==> src/rtl/ir_capture_pkg.sv <==
// Shared constants, types and register map of the infrared edge capture unit
package ir_capture_pkg;

  // Bus widths
  localparam int AXI_ADDR_W = 8; // Byte address width of the register port
  localparam int AXI_DATA_W = 32; // Data width of the register port
  localparam int REG_W = 8; // Width of every register of the unit
  localparam int CAP_W = 16; // Width of the capture counter and captures

  // Register indexes; byte address is four times the index
  localparam logic [5:0] IDX_FLAG_STATUS = 6'h01; // capture_flag_status
  localparam logic [5:0] IDX_TIMER_CONTROL = 6'h02; // capture_timer_control
  localparam logic [5:0] IDX_CAP_LOW = 6'h03; // capture_low_byte
  localparam logic [5:0] IDX_CAP_HIGH = 6'h04; // capture_high_byte
  localparam logic [5:0] IDX_CAP_MODE = 6'h05; // Interval reference select
  localparam logic [5:0] IDX_PRESCALE = 6'h06; // Counter prescaler divisor

  // Field positions in capture_flag_status
  localparam int RISE_BIT = 2; // rising_edge_flag
  localparam int FALL_BIT = 1; // falling_edge_flag
  localparam int TOUT_BIT = 0; // timer_timeout_flag

  // Field positions in capture_timer_control
  localparam int HALT_BIT = 6; // timer_halt
  localparam int EDGE_LSB = 4; // edge_select low bit
  localparam int EDGE_MSB = 5; // edge_select high bit
  localparam int CTRL_RSVD_BIT = 7; // Reserved, reads zero

  // Field position in the mode register
  localparam int MODE_BIT = 0; // 0 since last capture, 1 since overflow

  // Reset values
  localparam logic [7:0] TIMER_CONTROL_RST = 8'h40; // Halted, no edges
  localparam logic [7:0] PRESCALE_RST = 8'h00; // Divide by one
  localparam logic MODE_RST = 1'b0; // Interval since previous capture
  localparam logic [15:0] CAP_RST = 16'h0000; // Cleared capture value

  // edge_select encodings
  localparam logic [1:0] EDGE_NONE = 2'h0; // No capture
  localparam logic [1:0] EDGE_RISE = 2'h1; // Rising edges only
  localparam logic [1:0] EDGE_FALL = 2'h2; // Falling edges only
  localparam logic [1:0] EDGE_BOTH = 2'h3; // Both edges

  // Bus responses
  localparam logic [1:0] RESP_OKAY = 2'h0; // Access done
  localparam logic [1:0] RESP_SLVERR = 2'h2; // Unmapped address

  // Events from the input sensing stage
  typedef struct packed {
    logic rise; // Rising edge seen on the infrared input
    logic fall; // Falling edge seen on the infrared input
    logic tick; // Prescaled counting tick
  } edge_evt_t;

  // Write channel states
  typedef enum logic [1:0] {
    WR_IDLE = 2'b01,
    WR_RESP = 2'b10
  } wr_state_t;

  // Read channel states
  typedef enum logic [1:0] {
    RD_IDLE = 2'b01,
    RD_DATA = 2'b10
  } rd_state_t;

endpackage

==> src/rtl/ir_edge_sense.sv <==
// Infrared input edge detector and counting prescaler
`timescale 1ns/10ps
module ir_edge_sense #(
  parameter int PRE_W = 8
) (
  input wire logic aclk,
  input wire logic aresetn,
  input wire logic ir_in,
  input wire logic [PRE_W-1:0] prescale,
  output ir_capture_pkg::edge_evt_t events
);
  import ir_capture_pkg::*;

  logic ir_prev_ff; // Input level of the previous cycle
  logic primed_ff; // Set once ir_prev_ff holds a real sample
  logic [PRE_W-1:0] pre_cnt_ff; // Prescaler count
  edge_evt_t events_ff; // Registered event pulses

  // Previous level; no edges until one real sample is held
  always_ff @(posedge aclk) begin
    if (!aresetn) begin
      ir_prev_ff <= 1'b0;
      primed_ff <= 1'b0;
    end else begin
      ir_prev_ff <= ir_in;
      primed_ff <= 1'b1;
    end
  end

  // Prescaler, one tick every prescale+1 cycles
  always_ff @(posedge aclk) begin
    if (!aresetn) begin
      pre_cnt_ff <= '0;
    end else if (pre_cnt_ff >= prescale) begin
      pre_cnt_ff <= '0;
    end else begin
      pre_cnt_ff <= pre_cnt_ff + 1'b1;
    end
  end

  // Event pulses, one cycle each
  always_ff @(posedge aclk) begin
    if (!aresetn) begin
      events_ff <= '0;
    end else begin
      events_ff.rise <= primed_ff & ir_in & ~ir_prev_ff;
      events_ff.fall <= primed_ff & ~ir_in & ir_prev_ff;
      events_ff.tick <= (pre_cnt_ff >= prescale);
    end
  end

  assign events = events_ff;

endmodule

==> src/rtl/ir_edge_capture.sv <==
// Infrared edge capture unit with AXI4-Lite register port
`timescale 1ns/10ps
module ir_edge_capture #(
  parameter int PRE_W = 8
) (
  input wire logic aclk,
  input wire logic aresetn,
  // Infrared receiver output
  input wire logic ir_in,
  // Interrupt request toward the interrupt controller
  output logic ir_irq,
  // AXI4-Lite write address
  input wire logic s_awvalid,
  output logic s_awready,
  input wire logic [ir_capture_pkg::AXI_ADDR_W-1:0] s_awaddr,
  input wire logic [2:0] s_awprot,
  // AXI4-Lite write data
  input wire logic s_wvalid,
  output logic s_wready,
  input wire logic [ir_capture_pkg::AXI_DATA_W-1:0] s_wdata,
  input wire logic [3:0] s_wstrb,
  // AXI4-Lite write response
  output logic s_bvalid,
  input wire logic s_bready,
  output logic [1:0] s_bresp,
  // AXI4-Lite read address
  input wire logic s_arvalid,
  output logic s_arready,
  input wire logic [ir_capture_pkg::AXI_ADDR_W-1:0] s_araddr,
  input wire logic [2:0] s_arprot,
  // AXI4-Lite read data
  output logic s_rvalid,
  input wire logic s_rready,
  output logic [ir_capture_pkg::AXI_DATA_W-1:0] s_rdata,
  output logic [1:0] s_rresp
);
  import ir_capture_pkg::*;

  // Address decode shared by the read and write paths
  function automatic logic reg_hit(input logic [AXI_ADDR_W-1:0] addr, input logic [5:0] idx);
    reg_hit = (addr[AXI_ADDR_W-1:2] == idx);
  endfunction

  // True for any mapped register
  function automatic logic reg_mapped(input logic [AXI_ADDR_W-1:0] addr);
    reg_mapped = reg_hit(addr, IDX_FLAG_STATUS) | reg_hit(addr, IDX_TIMER_CONTROL) |
                 reg_hit(addr, IDX_CAP_LOW) | reg_hit(addr, IDX_CAP_HIGH) |
                 reg_hit(addr, IDX_CAP_MODE) | reg_hit(addr, IDX_PRESCALE);
  endfunction

  // Bus slave state
  wr_state_t wr_state_ff; // Write channel state
  rd_state_t rd_state_ff; // Read channel state
  logic aw_got_ff; // Write address already taken
  logic w_got_ff; // Write data already taken
  logic [AXI_ADDR_W-1:0] aw_addr_ff; // Held write address
  logic [7:0] w_byte_ff; // Held write data, low lane
  logic w_lane0_ff; // Held strobe of the low lane
  logic awready_ff; // Write address ready
  logic wready_ff; // Write data ready
  logic bvalid_ff; // Write response valid
  logic [1:0] bresp_ff; // Write response code
  logic arready_ff; // Read address ready
  logic rvalid_ff; // Read data valid
  logic [AXI_DATA_W-1:0] rdata_ff; // Read data
  logic [1:0] rresp_ff; // Read response code

  // Block state
  logic [7:0] timer_control_ff; // capture_timer_control
  logic cap_mode_ff; // Interval reference select
  logic [PRE_W-1:0] prescale_ff; // Prescaler divisor minus one
  logic rising_edge_flag_ff; // Rising edge captured
  logic falling_edge_flag_ff; // Falling edge captured
  logic timer_timeout_flag_ff; // Counter wrapped
  logic [CAP_W-1:0] cnt_ff; // Capture counter
  logic [CAP_W-1:0] rise_cap_ff; // Capture of the latest rising edge
  logic [CAP_W-1:0] fall_cap_ff; // Capture of the latest falling edge
  logic first_is_rise_ff; // Latest capture taken with no other kind left pending was a rising one
  logic irq_ff; // Interrupt request

  // Combinational helpers
  edge_evt_t evt; // Events from the sensing stage
  logic aw_hs; // Write address handshake
  logic w_hs; // Write data handshake
  logic ar_hs; // Read address handshake
  logic wr_fire; // Write address and data both present
  logic [AXI_ADDR_W-1:0] wr_addr; // Address of the write in progress
  logic [7:0] wr_byte; // Low byte of the write in progress
  logic wr_lane0; // Low lane enabled for the write
  logic wr_lane_ok; // Write touches the register byte
  logic flag_wr; // Write to capture_flag_status
  logic [1:0] edge_select; // Enabled edge kinds
  logic timer_halt; // Counter stopped
  logic cap_rise; // Enabled rising edge capture
  logic cap_fall; // Enabled falling edge capture
  logic cnt_step; // Counter advances this cycle
  logic cnt_wrap; // Counter passes its maximum
  logic nxt_rise_flag; // Next rising flag
  logic nxt_fall_flag; // Next falling flag
  logic nxt_tout_flag; // Next time-out flag
  logic flag_cleared; // A set flag is cleared this cycle
  logic [CAP_W-1:0] shown_cap; // Capture visible to software
  logic [7:0] rd_byte; // Read value of the addressed register
  logic rd_err; // Read of an unmapped address

  // Input edge sensing and prescaler
  ir_edge_sense #(
    .PRE_W(PRE_W)
  ) u_sense (
    .aclk(aclk),
    .aresetn(aresetn),
    .ir_in(ir_in),
    .prescale(prescale_ff),
    .events(evt)
  );

  // Handshakes and the merged write request
  assign aw_hs = s_awvalid & awready_ff;
  assign w_hs = s_wvalid & wready_ff;
  assign ar_hs = s_arvalid & arready_ff;
  assign wr_addr = aw_got_ff ? aw_addr_ff : s_awaddr;
  assign wr_byte = w_got_ff ? w_byte_ff : s_wdata[7:0];
  assign wr_lane0 = w_got_ff ? w_lane0_ff : s_wstrb[0];
  assign wr_fire = (wr_state_ff == WR_IDLE) & (aw_got_ff | aw_hs) & (w_got_ff | w_hs);
  assign wr_lane_ok = wr_fire & wr_lane0;
  assign flag_wr = wr_lane_ok & reg_hit(wr_addr, IDX_FLAG_STATUS);

  // Control fields
  assign edge_select = timer_control_ff[EDGE_MSB:EDGE_LSB];
  assign timer_halt = timer_control_ff[HALT_BIT];

  // Enabled captures per edge kind
  assign cap_rise = evt.rise & ((edge_select == EDGE_RISE) | (edge_select == EDGE_BOTH));
  assign cap_fall = evt.fall & ((edge_select == EDGE_FALL) | (edge_select == EDGE_BOTH));

  // Counter stepping and wrap
  assign cnt_step = evt.tick & ~timer_halt;
  assign cnt_wrap = cnt_step & (cnt_ff == {CAP_W{1'b1}});

  // Flags: a set in the same cycle wins over a write-1 clear
  assign nxt_rise_flag = cap_rise | (rising_edge_flag_ff & ~(flag_wr & wr_byte[RISE_BIT]));
  assign nxt_fall_flag = cap_fall | (falling_edge_flag_ff & ~(flag_wr & wr_byte[FALL_BIT]));
  assign nxt_tout_flag = cnt_wrap | (timer_timeout_flag_ff & ~(flag_wr & wr_byte[TOUT_BIT]));

  // Any pending flag dropped by software this cycle
  assign flag_cleared = (rising_edge_flag_ff & ~nxt_rise_flag) |
                        (falling_edge_flag_ff & ~nxt_fall_flag) |
                        (timer_timeout_flag_ff & ~nxt_tout_flag);

  // Capture shown to software: the only pending one, otherwise the kind first_is_rise_ff names
  always_comb begin
    if (rising_edge_flag_ff & falling_edge_flag_ff) begin
      shown_cap = first_is_rise_ff ? rise_cap_ff : fall_cap_ff;
    end else if (rising_edge_flag_ff) begin
      shown_cap = rise_cap_ff;
    end else if (falling_edge_flag_ff) begin
      shown_cap = fall_cap_ff;
    end else begin
      shown_cap = first_is_rise_ff ? rise_cap_ff : fall_cap_ff;
    end
  end

  // Read value of the addressed register
  always_comb begin
    rd_byte = 8'h00;
    rd_err = 1'b0;
    if (reg_hit(s_araddr, IDX_FLAG_STATUS)) begin
      // Upper bits read zero
      rd_byte[RISE_BIT] = rising_edge_flag_ff;
      rd_byte[FALL_BIT] = falling_edge_flag_ff;
      rd_byte[TOUT_BIT] = timer_timeout_flag_ff;
    end else if (reg_hit(s_araddr, IDX_TIMER_CONTROL)) begin
      rd_byte = timer_control_ff;
    end else if (reg_hit(s_araddr, IDX_CAP_LOW)) begin
      rd_byte = shown_cap[7:0];
    end else if (reg_hit(s_araddr, IDX_CAP_HIGH)) begin
      rd_byte = shown_cap[15:8];
    end else if (reg_hit(s_araddr, IDX_CAP_MODE)) begin
      rd_byte[MODE_BIT] = cap_mode_ff;
    end else if (reg_hit(s_araddr, IDX_PRESCALE)) begin
      rd_byte[PRE_W-1:0] = prescale_ff;
    end else begin
      // Unmapped address
      rd_err = 1'b1;
    end
  end

  // Write channel: address and data in either order, then response
  always_ff @(posedge aclk) begin
    if (!aresetn) begin
      wr_state_ff <= WR_IDLE;
      aw_got_ff <= 1'b0;
      w_got_ff <= 1'b0;
      aw_addr_ff <= '0;
      w_byte_ff <= 8'h00;
      w_lane0_ff <= 1'b0;
      awready_ff <= 1'b0;
      wready_ff <= 1'b0;
      bvalid_ff <= 1'b0;
      bresp_ff <= RESP_OKAY;
    end else begin
      case (wr_state_ff)
        WR_IDLE: begin
          // Hold each half as it arrives
          if (aw_hs) begin
            aw_got_ff <= 1'b1;
            aw_addr_ff <= s_awaddr;
          end
          if (w_hs) begin
            w_got_ff <= 1'b1;
            w_byte_ff <= s_wdata[7:0];
            w_lane0_ff <= s_wstrb[0];
          end
          awready_ff <= ~(aw_got_ff | aw_hs);
          wready_ff <= ~(w_got_ff | w_hs);
          // Both halves present: answer
          if (wr_fire) begin
            wr_state_ff <= WR_RESP;
            awready_ff <= 1'b0;
            wready_ff <= 1'b0;
            bvalid_ff <= 1'b1;
            bresp_ff <= reg_mapped(wr_addr) ? RESP_OKAY : RESP_SLVERR;
          end
        end
        WR_RESP: begin
          // Wait for the master to take the response
          if (s_bready) begin
            wr_state_ff <= WR_IDLE;
            bvalid_ff <= 1'b0;
            aw_got_ff <= 1'b0;
            w_got_ff <= 1'b0;
            awready_ff <= 1'b1;
            wready_ff <= 1'b1;
          end
        end
        default: begin
          wr_state_ff <= WR_IDLE;
        end
      endcase
    end
  end

  // Read channel: data one cycle after the address is taken
  always_ff @(posedge aclk) begin
    if (!aresetn) begin
      rd_state_ff <= RD_IDLE;
      arready_ff <= 1'b0;
      rvalid_ff <= 1'b0;
      rdata_ff <= '0;
      rresp_ff <= RESP_OKAY;
    end else begin
      case (rd_state_ff)
        RD_IDLE: begin
          arready_ff <= 1'b1;
          if (ar_hs) begin
            rd_state_ff <= RD_DATA;
            arready_ff <= 1'b0;
            rvalid_ff <= 1'b1;
            rdata_ff <= {24'h000000, rd_byte};
            rresp_ff <= rd_err ? RESP_SLVERR : RESP_OKAY;
          end
        end
        RD_DATA: begin
          // Hold the data until the master takes it
          if (s_rready) begin
            rd_state_ff <= RD_IDLE;
            rvalid_ff <= 1'b0;
            arready_ff <= 1'b1;
          end
        end
        default: begin
          rd_state_ff <= RD_IDLE;
        end
      endcase
    end
  end

  // Software-written configuration registers
  always_ff @(posedge aclk) begin
    if (!aresetn) begin
      timer_control_ff <= TIMER_CONTROL_RST;
      cap_mode_ff <= MODE_RST;
      prescale_ff <= PRESCALE_RST[PRE_W-1:0];
    end else if (wr_lane_ok) begin
      if (reg_hit(wr_addr, IDX_TIMER_CONTROL)) begin
        timer_control_ff <= wr_byte;
        timer_control_ff[CTRL_RSVD_BIT] <= 1'b0;
      end
      if (reg_hit(wr_addr, IDX_CAP_MODE)) begin
        cap_mode_ff <= wr_byte[MODE_BIT];
      end
      if (reg_hit(wr_addr, IDX_PRESCALE)) begin
        prescale_ff <= wr_byte[PRE_W-1:0];
      end
    end
  end

  // Status flags, cleared only by software writing ones
  always_ff @(posedge aclk) begin
    if (!aresetn) begin
      rising_edge_flag_ff <= 1'b0;
      falling_edge_flag_ff <= 1'b0;
      timer_timeout_flag_ff <= 1'b0;
    end else begin
      rising_edge_flag_ff <= nxt_rise_flag;
      falling_edge_flag_ff <= nxt_fall_flag;
      timer_timeout_flag_ff <= nxt_tout_flag;
    end
  end

  // Capture counter
  always_ff @(posedge aclk) begin
    if (!aresetn) begin
      cnt_ff <= '0;
    end else if ((cap_rise | cap_fall) & ~cap_mode_ff) begin
      // Restart so the next capture is the interval since this one
      cnt_ff <= '0;
    end else if (cnt_step) begin
      // Wraps to zero; in overflow mode this is the reference point
      cnt_ff <= cnt_ff + 1'b1;
    end
  end

  // Per-edge captures; a later edge of the same kind overwrites
  always_ff @(posedge aclk) begin
    if (!aresetn) begin
      rise_cap_ff <= CAP_RST;
      fall_cap_ff <= CAP_RST;
    end else begin
      if (cap_rise) begin
        rise_cap_ff <= cnt_ff;
      end
      if (cap_fall) begin
        fall_cap_ff <= cnt_ff;
      end
    end
  end

  // Kind of the latest capture made while the other kind is not left pending; held otherwise
  always_ff @(posedge aclk) begin
    if (!aresetn) begin
      first_is_rise_ff <= 1'b0;
    end else if (cap_rise & ~(falling_edge_flag_ff & nxt_fall_flag)) begin
      first_is_rise_ff <= 1'b1;
    end else if (cap_fall & ~(rising_edge_flag_ff & nxt_rise_flag)) begin
      first_is_rise_ff <= 1'b0;
    end
  end

  // Interrupt request: high while any flag is set, dropped for one
  // cycle when one is serviced so a still-pending one raises it anew
  always_ff @(posedge aclk) begin
    if (!aresetn) begin
      irq_ff <= 1'b0;
    end else begin
      irq_ff <= (nxt_rise_flag | nxt_fall_flag | nxt_tout_flag) & ~flag_cleared;
    end
  end

  // Outputs, all from flip-flops
  assign ir_irq = irq_ff;
  assign s_awready = awready_ff;
  assign s_wready = wready_ff;
  assign s_bvalid = bvalid_ff;
  assign s_bresp = bresp_ff;
  assign s_arready = arready_ff;
  assign s_rvalid = rvalid_ff;
  assign s_rdata = rdata_ff;
  assign s_rresp = rresp_ff;

endmodule

==> config.mk <==
export PLATFORM = sky130hd
export DESIGN_NAME = ir_edge_capture
export DESIGN_NICKNAME = d
export VERILOG_FILES = /design/src/rtl/ir_capture_pkg.sv /design/src/rtl/ir_edge_sense.sv /design/src/rtl/ir_edge_capture.sv
export SDC_FILE = /design/constraint.sdc
export NUM_CORES = 1
export LEC_CHECK = 0
export BUFFER_PORTS_ARGS = -buffer_cell sky130_fd_sc_hd__buf_2
export CAP_MARGIN = 10
export CORE_ASPECT_RATIO = 0.75
export CORE_MARGIN = 2
export CORE_UTILIZATION = 59
export DETAILED_ROUTE_END_ITERATION = 6
export PLACE_DENSITY = 0.85
export SLEW_MARGIN = 25
export SYNTH_ARGS = -nofsm -noshare
export SYNTH_HDL_FRONTEND = slang
export SYNTH_SLANG_ARGS = --single-unit
==> constraint.sdc <==
create_clock -name aclk -period 3.35 [get_ports aclk]
set_input_delay 0.5025 -clock aclk [delete_from_list [all_inputs] [get_ports aclk]]
set_output_delay 0.5025 -clock aclk [all_outputs]
set_load 0.02 [all_outputs]
==> results of run 1 <==
==> kinds of logic (layout without fill, tap and decap cells) <==
family                     after synthesis  after routing  synth area share
other                                    1             26          0.000689
buffers and inverters                   76            102            0.0725
AOI/OAI and AO/OA                      148            148             0.162
adders and majority gates               11             11            0.0248
and+or+nand+nor                        249            249             0.210
DFF                                    118            118             0.434
xor gates and xnor gates                20             20            0.0322
muxes                                   34             34            0.0635
==> placed cells by master, fill, tap and decap left out, types with 17 or more instances in the layout <==
cell type / netlist / routed
mux2i_1: 30 / 30
dfxtp_1: 118 / 118
nand2_1: 109 / 109
inv_1: 18 / 18
clkbuf_16: 0 / 17
a21oi_1: 77 / 77
nor2_1: 61 / 61
o21ai_0: 19 / 19
conb_1: 1 / 26
buf_2: 3 / 44
==> critical path, stage by stage (launching register included) <==
cell	delay [ps]
dfxtp_1	690
mux2i_1	220
or4_4	490
nor4_4	770
mux2i_1	270
nor2_1	60
==> final cells by class <==
cell class	instances	area (µm²)
clock buffers	23	468
clock inverters	9	125
fillers	690	2790
inverters	19	71.3
multi-input cells	488	2780
flip-flops and latches	118	2360
well taps	112	140
repair buffers	51	273
==> flip-flops by register name, summed over array words and instances, names as in the netlist, 2 cells and up <==
register,count
fall_cap_ff,16
aw_addr_ff,6
rise_cap_ff,16
u_sense.pre_cnt_ff,8
prescale_ff,8
u_sense.events,3
timer_control_ff,7
rd_state_ff,2
wr_state_ff,2
w_byte_ff,8
cnt_ff,16
s_rdata,8
==> metrics by stage <==
stage / hold WS [ps] / power (W)
after floorplan: 389 / 0.00171
after global placement: 393 / 0.00175
after detailed placement: 410 / 0.00176
after CTS: 272 / 0.00355
after global routing: 279 / 0.00365
final: 280 / 0.00354
==> routing by layer <==
| layer | vias to the layer above | share of wire | global-route usage |
|---|---|---|---|
| met3 | 36 | 0.080 | 0.0578 |
| met1 | 2252 | 0.43 | 0.351 |
| met5 | - | 0 | 0 |
| met4 | 0 | 0.022 | 0.125 |
| met2 | 233 | 0.47 | 0.442 |
| li1 | 2316 | - | - |
==> power breakdown <==
part	switching [W]	total [W]	internal (W)
Combinational	0.000177	0.000265	0.0000874
Sequential	0.0000356	0.00147	0.00144
Clock	0.000603	0.00180	0.00120
Total	0.000816	0.00354	0.00273
==> path summary, 6_finish.rpt <==
check             slack (ps)                      endpoint  depth (start not counted)
setup / recovery         690   prescale_ff[2]$_SDFFE_PN0P_                          5
hold / removal           280  u_sense.events[1]$_SDFF_PN0_                          2
setup reg to reg         690   prescale_ff[2]$_SDFFE_PN0P_                          5
hold reg to reg          430  u_sense.events[2]$_SDFF_PN0_                          1
==> key figures, run 1 <==
Status
  • Status: finished, final reports clean

CTS
  • Later-pin clock latency in the skew report: 410 ps
  • Clk sink count: 118
  • Post-CTS setup buffers: 0
  • Clock H-tree levels: 4
  • Num CTS Buffers: 17
  • Clk pin slew, worst setup/hold paths: roughly 50 ps
  • CTS tree: built
  • Post_cts resized: 0
  • Clock tree buffer depth: 2
  • Root buffer cell: clkbuf_16
  • Hold-fix buffers, CTS: 0

Layout
  • Post-Layout Inst Area: 6220 µm²
  • Share of cells above drive strength 1: 0.133
  • Inserted Diodes: 0
  • Layout area overhead: 14.3%
  • Fin nets: 771
  • Post-route insts no fill: 820
  • Core Util, Final: 0.690

Flow run
  • Max cap viols: 0

Logic synthesis
  • Post-Synthesis Cell Area: 5440 µm²
  • List of most frequent post-synthesis cells: 118 x dfxtp_1, 109 x nand2_1, 77 x a21oi_1
  • Avg Synthesized Cell Area: 8.28 µm²
  • Synth Register Bits: 118
  • Number of flops mapped to enable cells by yosys: 0
  • Synth top area cells: dfxtp_1 43%, nand2_1 7.5%, a21oi_1 7.1%
  • Main synth FF type: dfxtp_1
  • Syn. warnings: 0
  • Post-synth top area share: 0.434
  • Cells after Synth: 657
  • Asr flop ratio synth: 0
  • Synth area leader: dfxtp_1
  • Synth unique cells: 60
  • Count leader, synth: dfxtp_1
  • Sequential area share after synthesis: 0.434

Pwr
  • Leakage power: 2.32 nW
  • Power per cell area: 570 nW/µm²
  • Max VDD drop: 0.475 mV

STA
  • Slew HR: 0.393
  • Final WS setup: ~690 ps
  • Clock Skew: ~11 ps
  • Slew Viols, Final: 0
  • Worst-margin pin slew: 903 ps
  • Setup TNS Final: 0 ps
  • Unrepaired setup endpoints after global routing: false
  • Setup violators final: 0
  • Hold Violations, Final: 0
  • Fmax: 376 MHz
  • Ratio of final minimum period to clock period: 0.795
  • Crit path time final: 2660 ps

Detailed routing
  • Vias per inst: 5.90
  • Drt total wl: 13300 µm
  • First-pass DRT Iterations: 6
  • Via count: approximately 4800
  • Post-route ant nets: 0
  • Initial DRC count: 434
  • Wire length per cell: 16.2 µm
  • Post-route DRC violation count: 0

Placed design
  • Placed inst area: 5620 µm²
  • Pre-CTS WS: 784 ps
  • Port Buf Inserts: 44
  • Final HPWL DP: 9200 µm
  • GPL Wtd Cong: 0.843
  • Placed instance count: 788

Critical path
  • Arrival @ worst endpoint: between 2000 and 3000 ps
  • Highest net fanout along the worst path: 14
  • Startpoint types: flip-flop
  • FF-to-FF Start: w_got_ff$_SDFFE_PN0P_
  • CP Class: reg -> reg
  • Crit. Startpoint: w_got_ff$_SDFFE_PN0P_
  • Critical Path RT: 3610 ps
  • Crit end category: flip-flop

Min path
  • Tightest Hold Check Type: in -> reg
  • HP Start: ir_in

Floorplan
  • Core ar.: 9010 µm²
  • Die ar.: 10000 µm²
  • Die Width: 115 µm
  • Initial Util: 0.604
  • Num rows: 30
  • Boundary Pins: between 100 and 150
  • Die H: 87.2 µm

Global route
  • GRT Residual Overflow: 0
  • Initial antenna violation count: 0
  • Largest net degree at the start of global routing: 42
  • Vias in the first global route: about 4500
  • Global router's overall resource usage: 0.272
  • First-pass GRT wire length: about 21000 µm
No activity file was read; power rests on OpenSTA's default activity.
==> run 2, diff against run 1 <==
- ABC_AREA: default -> 1
- CORE_UTILIZATION: 59 -> 56
- PLACE_DENSITY: 0.85 -> 0.8
- clock period: 3.35 -> 2.6 ns (I/O delays scaled with it)
==> run 2 against run 1 <==
Compared with the run above: final area is 8.2% higher; register-to-register slack got worse by 130 ps; clock power up 27%; wire length grew 5.8%; total power is 28% higher; critical endpoint unchanged.
==> key figures, run 2 <==
Critical path
  • RR Endpoint: prescale_ff[2]$_SDFFE_PN0P_
  • Startpoint types: flip-flop
  • FF-to-FF Start: w_got_ff$_SDFFE_PN0P_
  • CP Class: reg -> reg
  • R2R Setup Slk: 560 ps
  • Reg2reg path depth: 7
  • Highest net fanout along the worst path: 16
  • Arrival @ worst endpoint: 2330 ps
  • Crit end category: flip-flop
  • Critical Path Max Stage Delay: just over 600 ps
  • CP Cell Sequence: inv_2 > nand2_2 > nand3_4 > nor2_8 > nand4_2 > o21ai_0 > a21oi_1
  • Slowest cell on the critical path: dfxtp_1
  • Critical Path RT: about 2900 ps

CTS
  • Later-pin clock latency in the skew report: 420 ps
  • Clk pin slew, worst setup/hold paths: 50 ps
  • Clock tree buffer depth: 2
  • Num CTS Buffers: 17
  • Hold-fix buffers, CTS: 0
  • CTS tree: built
  • Root buffer cell: clkbuf_16
  • Post-CTS setup buffers: 0
  • Post_cts resized: 0
  • Clk sink count: between 100 and 150
  • Clock H-tree levels: 4

Placed design
  • Final HPWL DP: 9740 µm
  • GPL Wtd Cong: 0.890
  • Placed instance count: 1000
  • Port Buf Inserts: 44

STA
  • Slew Viols, Final: 0
  • Setup violators final: 0
  • Slew HR: 0.525
  • Clock Skew: 18.1 ps
  • Setup TNS Final: 0 ps
  • Ratio of final minimum period to clock period: 0.786
  • Fmax: 489 MHz
  • WHS: approximately 170 ps
  • Worst-margin pin slew: 705 ps
  • Hold Violations, Final: 0
  • Unrepaired setup endpoints after global routing: false
  • Crit path time final: 2040 ps

Detailed routing
  • Via count: 5494
  • Wire length per cell: 13.6 µm
  • Post-route ant nets: 0
  • First-pass DRT Iterations: 5
  • Initial DRC count: between 400 and 500
  • Post-route DRC violation count: 0
  • Drt total wl: 14000 µm
  • Vias per inst: 5.33

Logic synthesis
  • Number of flops mapped to enable cells by yosys: 0
  • Post-synth top area share: 0.399
  • Synth top area cells: dfxtp_1 40%, o21ai_0 9.2%, nand2_1 9.1%
  • Syn. warnings: 0
  • Post-Synthesis Cell Area: between 5000 and 6000 µm²
  • Cells after Synth: 840
  • Avg Synthesized Cell Area: 7.04 µm²
  • Synth unique cells: 44
  • Sequential area share after synthesis: 0.399
  • Synth Register Bits: 118
  • Main synth FF type: dfxtp_1
  • Count leader, synth: nand2_1
  • Synth area leader: dfxtp_1
  • Asr flop ratio synth: 0
  • List of most frequent post-synthesis cells: 143 x nand2_1, 118 x dfxtp_1, 109 x o21ai_0

Min path
  • Hold Path End: u_sense.events[1]$_SDFF_PN0_
  • Tightest Hold Check Type: in -> reg
  • Hold path depth: 2
  • HP Start: ir_in

Layout
  • Post-route insts no fill: 1031
  • Biggest regs: cnt_ff: 16 flops, fall_cap_ff: 16 flops, rise_cap_ff: 16 flops
  • Fin nets: 959
  • Most frequent cells in the layout: 143 x nand2_1, 118 x dfxtp_1, 109 x o21ai_0
  • Layout area overhead: 13.7%
  • Inserted Diodes: 0
  • Share of cells above drive strength 1: 0.128
  • Commonest non-fill, non-tap cell in the layout: nand2_1
  • Fill cells: 889

Pwr
  • Leakage power: 2.84 nW
  • Switch Pwr: 0.00109 W
  • Power per cell area: approximately 670 nW/µm²
  • Sw Share: 0.242
  • Clock power share: 0.504
  • Internal power: 0.00343 W
  • Max VDD drop: 0.535 mV
  • Comb pwr share: 0.078
  • Sequential share of power: 0.418

Global route
  • Largest net degree at the start of global routing: 67
  • Vias in the first global route: 4824
  • First-pass GRT wire length: 22800 µm
  • Initial antenna violation count: 0
  • GRT Residual Overflow: 0
  • Global router's overall resource usage: 0.256

Floorplan
  • Boundary Pins: 108
  • Die Width: 123 µm
  • Num rows: 32
  • Die H: 93.0 µm
  • Die ar.: 11400 µm²
  • Core ar.: 10300 µm²
  • Initial Util: 0.575

Status
  • Status: finished, final reports clean

Flow run
  • Max cap viols: 0
run 2: worst max-delay path by stage:
stage                                     startpoint  slack [ps]  cells past startpoint                               end
finish                         w_got_ff$_SDFFE_PN0P_         560                      7       prescale_ff[2]$_SDFFE_PN0P_
global route                   w_got_ff$_SDFFE_PN0P_         330                      7  timer_control_ff[2]$_SDFFE_PN0P_
CTS                            w_got_ff$_SDFFE_PN0P_         580                      7       prescale_ff[2]$_SDFFE_PN0P_
detailed placement  timer_control_ff[4]$_SDFFE_PN0P_         650                      5            cnt_ff[2]$_SDFFE_PP0P_
global placement    timer_control_ff[4]$_SDFFE_PN0P_         670                      5            cnt_ff[2]$_SDFFE_PP0P_
floorplan                prescale_ff[1]$_SDFFE_PN0P_         990                      9  u_sense.pre_cnt_ff[3]$_SDFF_PP0_
run 2: through the flow:
stage,utilization,setup WS [ps],total power (W),instance area [µm²]
6_report,0.654,557,0.00453,6730
5_1_grt,0.654,331,0.00467,6730
4_1_cts,0.654,584,0.00454,6730
3_5_place_dp,0.598,649,0.00227,6150
3_3_place_gp,0.598,666,0.00227,6150
2_1_floorplan,-,993,0.00221,6010
run 2: power by group through the flow:
stage / Combinational, W / Clock (W) / Sequential [W]
2_1_floorplan: 0.000271 / 0 / 0.00194
3_3_place_gp: 0.000339 / 0 / 0.00193
3_5_place_dp: 0.000346 / 0 / 0.00193
4_1_cts: 0.000352 / 0.00229 / 0.00189
5_1_grt: 0.000395 / 0.00238 / 0.00190
6_report: 0.000354 / 0.00228 / 0.00189
run 2: layout make-up:
type,count,area [µm²],share of cell area
well taps,136,170,0.0253
repair buffers,53,288,0.0428
inverters,110,413,0.0614
clock buffers,22,474,0.0705
multi-input cells,583,2920,0.434
clock inverters,9,101,0.0151
flip-flops and latches,118,2360,0.351
run 2: layer usage:
layer / track usage / part of all wire
met1: 0.361 / 0.48
met2: 0.371 / 0.41
met3: 0.0774 / 0.091
met4: 0.0852 / 0.018
met5: 0 / 0
run 2: cell families (layout without fill, tap and decap cells):
family / count (synthesis) / count (layout) / synth area share
other: 1 / 26 / 0.000634
buffers and inverters: 164 / 194 / 0.124
adders and majority gates: 10 / 10 / 0.0212
AOI/OAI and AO/OA: 238 / 238 / 0.213
DFF: 118 / 118 / 0.399
xor gates and xnor gates: 7 / 7 / 0.0104
and+or+nand+nor: 302 / 302 / 0.232
run 2: worst max-delay path, delay by kind of cell (launching register included):
kind | cells | cell delay [ps]
AND/OR/NAND/NOR | 4 | 770
flip-flops | 1 | 620
AO/OA/AOI/OAI | 2 | 390
buffers and inverters | 1 | 140
==> run 3, diff against run 2 <==
- ABC_AREA: 1 -> 0
- CORE_UTILIZATION: 56 -> 55
- clock period: 2.6 -> 1.95 ns (I/O delays scaled with it)
==> run 3 against run 2 <==
Compared with the run above: the flow now finishes with violations (setup timing); critical path depth is 1 lower; final area decreased by 1.8%; largest cell class unchanged; register-to-register slack worse by 610 ps; wire length rose by 0.55%; first-iteration DRC count rose by 7.8%; sequential share of layout area rose by 0.73 points.
==> key figures, run 3 (synthesis results as in run 1) <==
Detailed routing
  • Drt total wl: 14100 µm
  • Highest Signal Layer: met4
  • Metal2 WL: 6810 µm
  • Via count: 5015
  • Post-route DRC violation count: 0
  • Vias per inst: 5.76
  • Wire length per cell: roughly 16 µm
  • Met1 wire length: 6040 µm
  • Initial DRC count: 481
  • Post-route ant nets: 0
  • First-pass DRT Iterations: 5
  • Met3 WL: 1080 µm

STA
  • Clock Skew: 7.66 ps
  • Final WS setup: -52.8 ps
  • Setup violators final: 1
  • Fmax: 499 MHz
  • Slew Viols, Final: 0
  • Crit path time final: 2000 ps
  • WHS: ~64 ps
  • Worst-margin pin slew: 561 ps
  • Unrepaired setup endpoints after global routing: true
  • Hold Violations, Final: 0
  • Ratio of final minimum period to clock period: 1.03
  • Slew HR: 0.625

Layout
  • Fin nets: ~800
  • Core Util, Final: 0.686
  • Commonest non-fill, non-tap cell in the layout: dfxtp_1
  • Fill cells: 738
  • Most frequent cells in the layout: 114 x dfxtp_1, 109 x nand2_1, 76 x a21oi_1
  • Biggest regs: cnt_ff: 16 flops, fall_cap_ff: 16 flops, rise_cap_ff: 16 flops
  • Inserted Diodes: 0
  • Post-Layout Inst Area: 6600 µm²
  • Layout area overhead: 21.4%
  • Post-route insts no fill: between 800 and 900
  • Share of cells above drive strength 1: 0.192

CTS
  • Clock H-tree levels: 4
  • Later-pin clock latency in the skew report: 420 ps
  • Clk pin slew, worst setup/hold paths: about 60 ps
  • Num CTS Buffers: 17
  • Clk sink count: about 120
  • Root buffer cell: clkbuf_16
  • CTS tree: built
  • Clock tree buffer depth: 2

Global route
  • GRT Residual Overflow: 0
  • Global router's overall resource usage: 0.264
  • First-pass GRT wire length: around 23000 µm
  • Vias in the first global route: roughly 4600
  • Initial antenna violation count: 0
  • Largest net degree at the start of global routing: 34

Pwr
  • Final Power: 0.00636 W
  • Leakage power: ~2.5 nW
  • Max VDD drop: just under 0.8 mV
  • Power per cell area: 964 nW/µm²

Critical path
  • Critical Path RT: roughly 2200 ps
  • FF-to-FF Start: wr_state_ff[0]$_SDFFE_PN1P_
  • Crit end category: flip-flop
  • Highest net fanout along the worst path: 4
  • Crit. Startpoint: wr_state_ff[0]$_SDFFE_PN1P_
  • R2R Setup Slk: -50 ps
  • Reg2reg path depth: 6
  • RR Endpoint: ir_irq$_SDFF_PN0_
  • CP Class: reg -> reg
  • Startpoint types: flip-flop
  • Arrival @ worst endpoint: 2290 ps
  • Setup crit end: ir_irq$_SDFF_PN0_

Placed design
  • Port Buf Inserts: 44
  • Final HPWL DP: 9610 µm
  • GPL Wtd Cong: 0.907
  • Placed instance count: between 800 and 900
  • Placed inst area: 5910 µm²

Flow run
  • Max cap viols: 0

Status
  • Failing checks: setup timing
  • Status: finished, violations left

Floorplan
  • Die H: ~90 µm
  • Num rows: 31
  • Boundary Pins: 108
  • Core ar.: 9620 µm²
  • Die Width: 119 µm
  • Initial Util: 0.565
  • Die ar.: 10700 µm²

Min path
  • Tightest Hold Check Type: in -> reg
run 3: final cells by class:
class,instances,area (µm²),area share
clock buffer,20,457,0.0692
tap,132,165,0.0250
inverter,19,71.3,0.0108
timing repair buffer,82,534,0.0809
clock inverter,12,175,0.0265
sequential,118,2370,0.359
multi-input combinational,488,2830,0.429
run 3: what timing repair did:
action	4_1_cts	5_1_grt
setup buffers	0	0
endpoints found under the setup margin	1	23
pin swaps	1	0
hold buffers	0	0
gates resized for setup	3	11
run 3: worst max-delay path, stage by stage, from the launching register on:
cell and delay [ps]:
dfxtp_1 390, nand2b_4 70, or4_4 590, nor4_4 230, o211ai_1 150, o31ai_1 320, a21oi_1 120
run 3: power by group:
group          leakage (nW)  switching, W  internal, W  total, W
clock                 0.302       0.00111      0.00220   0.00331
sequential            0.957     0.0000414      0.00247   0.00251
combinational          1.25      0.000349     0.000187  0.000537
run 3: stage by stage:
step | TNS, ps | setup WS, ps
3_5_place_dp | 0 | 6.75
3_3_place_gp | 0 | 53.2
4_1_cts | -20.0 | -20.0
5_1_grt | -165 | -75.2
2_1_floorplan | 0 | 78.7
6_report | -52.8 | -52.8
run 3: worst min-delay path by stage:
stage	start	to	slack (ps)	cells after the start
floorplan	aresetn	u_sense.primed_ff$_DFF_P_	320	0
global placement	u_sense.ir_prev_ff$_SDFF_PN0_	u_sense.events[2]$_SDFF_PN0_	390	1
detailed placement	u_sense.ir_prev_ff$_SDFF_PN0_	u_sense.events[2]$_SDFF_PN0_	400	1
CTS	ir_in	u_sense.events[1]$_SDFF_PN0_	50	2
global route	ir_in	u_sense.events[1]$_SDFF_PN0_	60	2
finish	ir_in	u_sense.events[1]$_SDFF_PN0_	60	2
run 3: per-layer routing:
| metal | track usage | vias up |
|---|---|---|
| li1 | - | 2374 |
| met1 | 0.341 | 2393 |
| met2 | 0.434 | 230 |
| met3 | 0.0635 | 18 |
| met4 | 0.0903 | 0 |
| met5 | 0 | - |
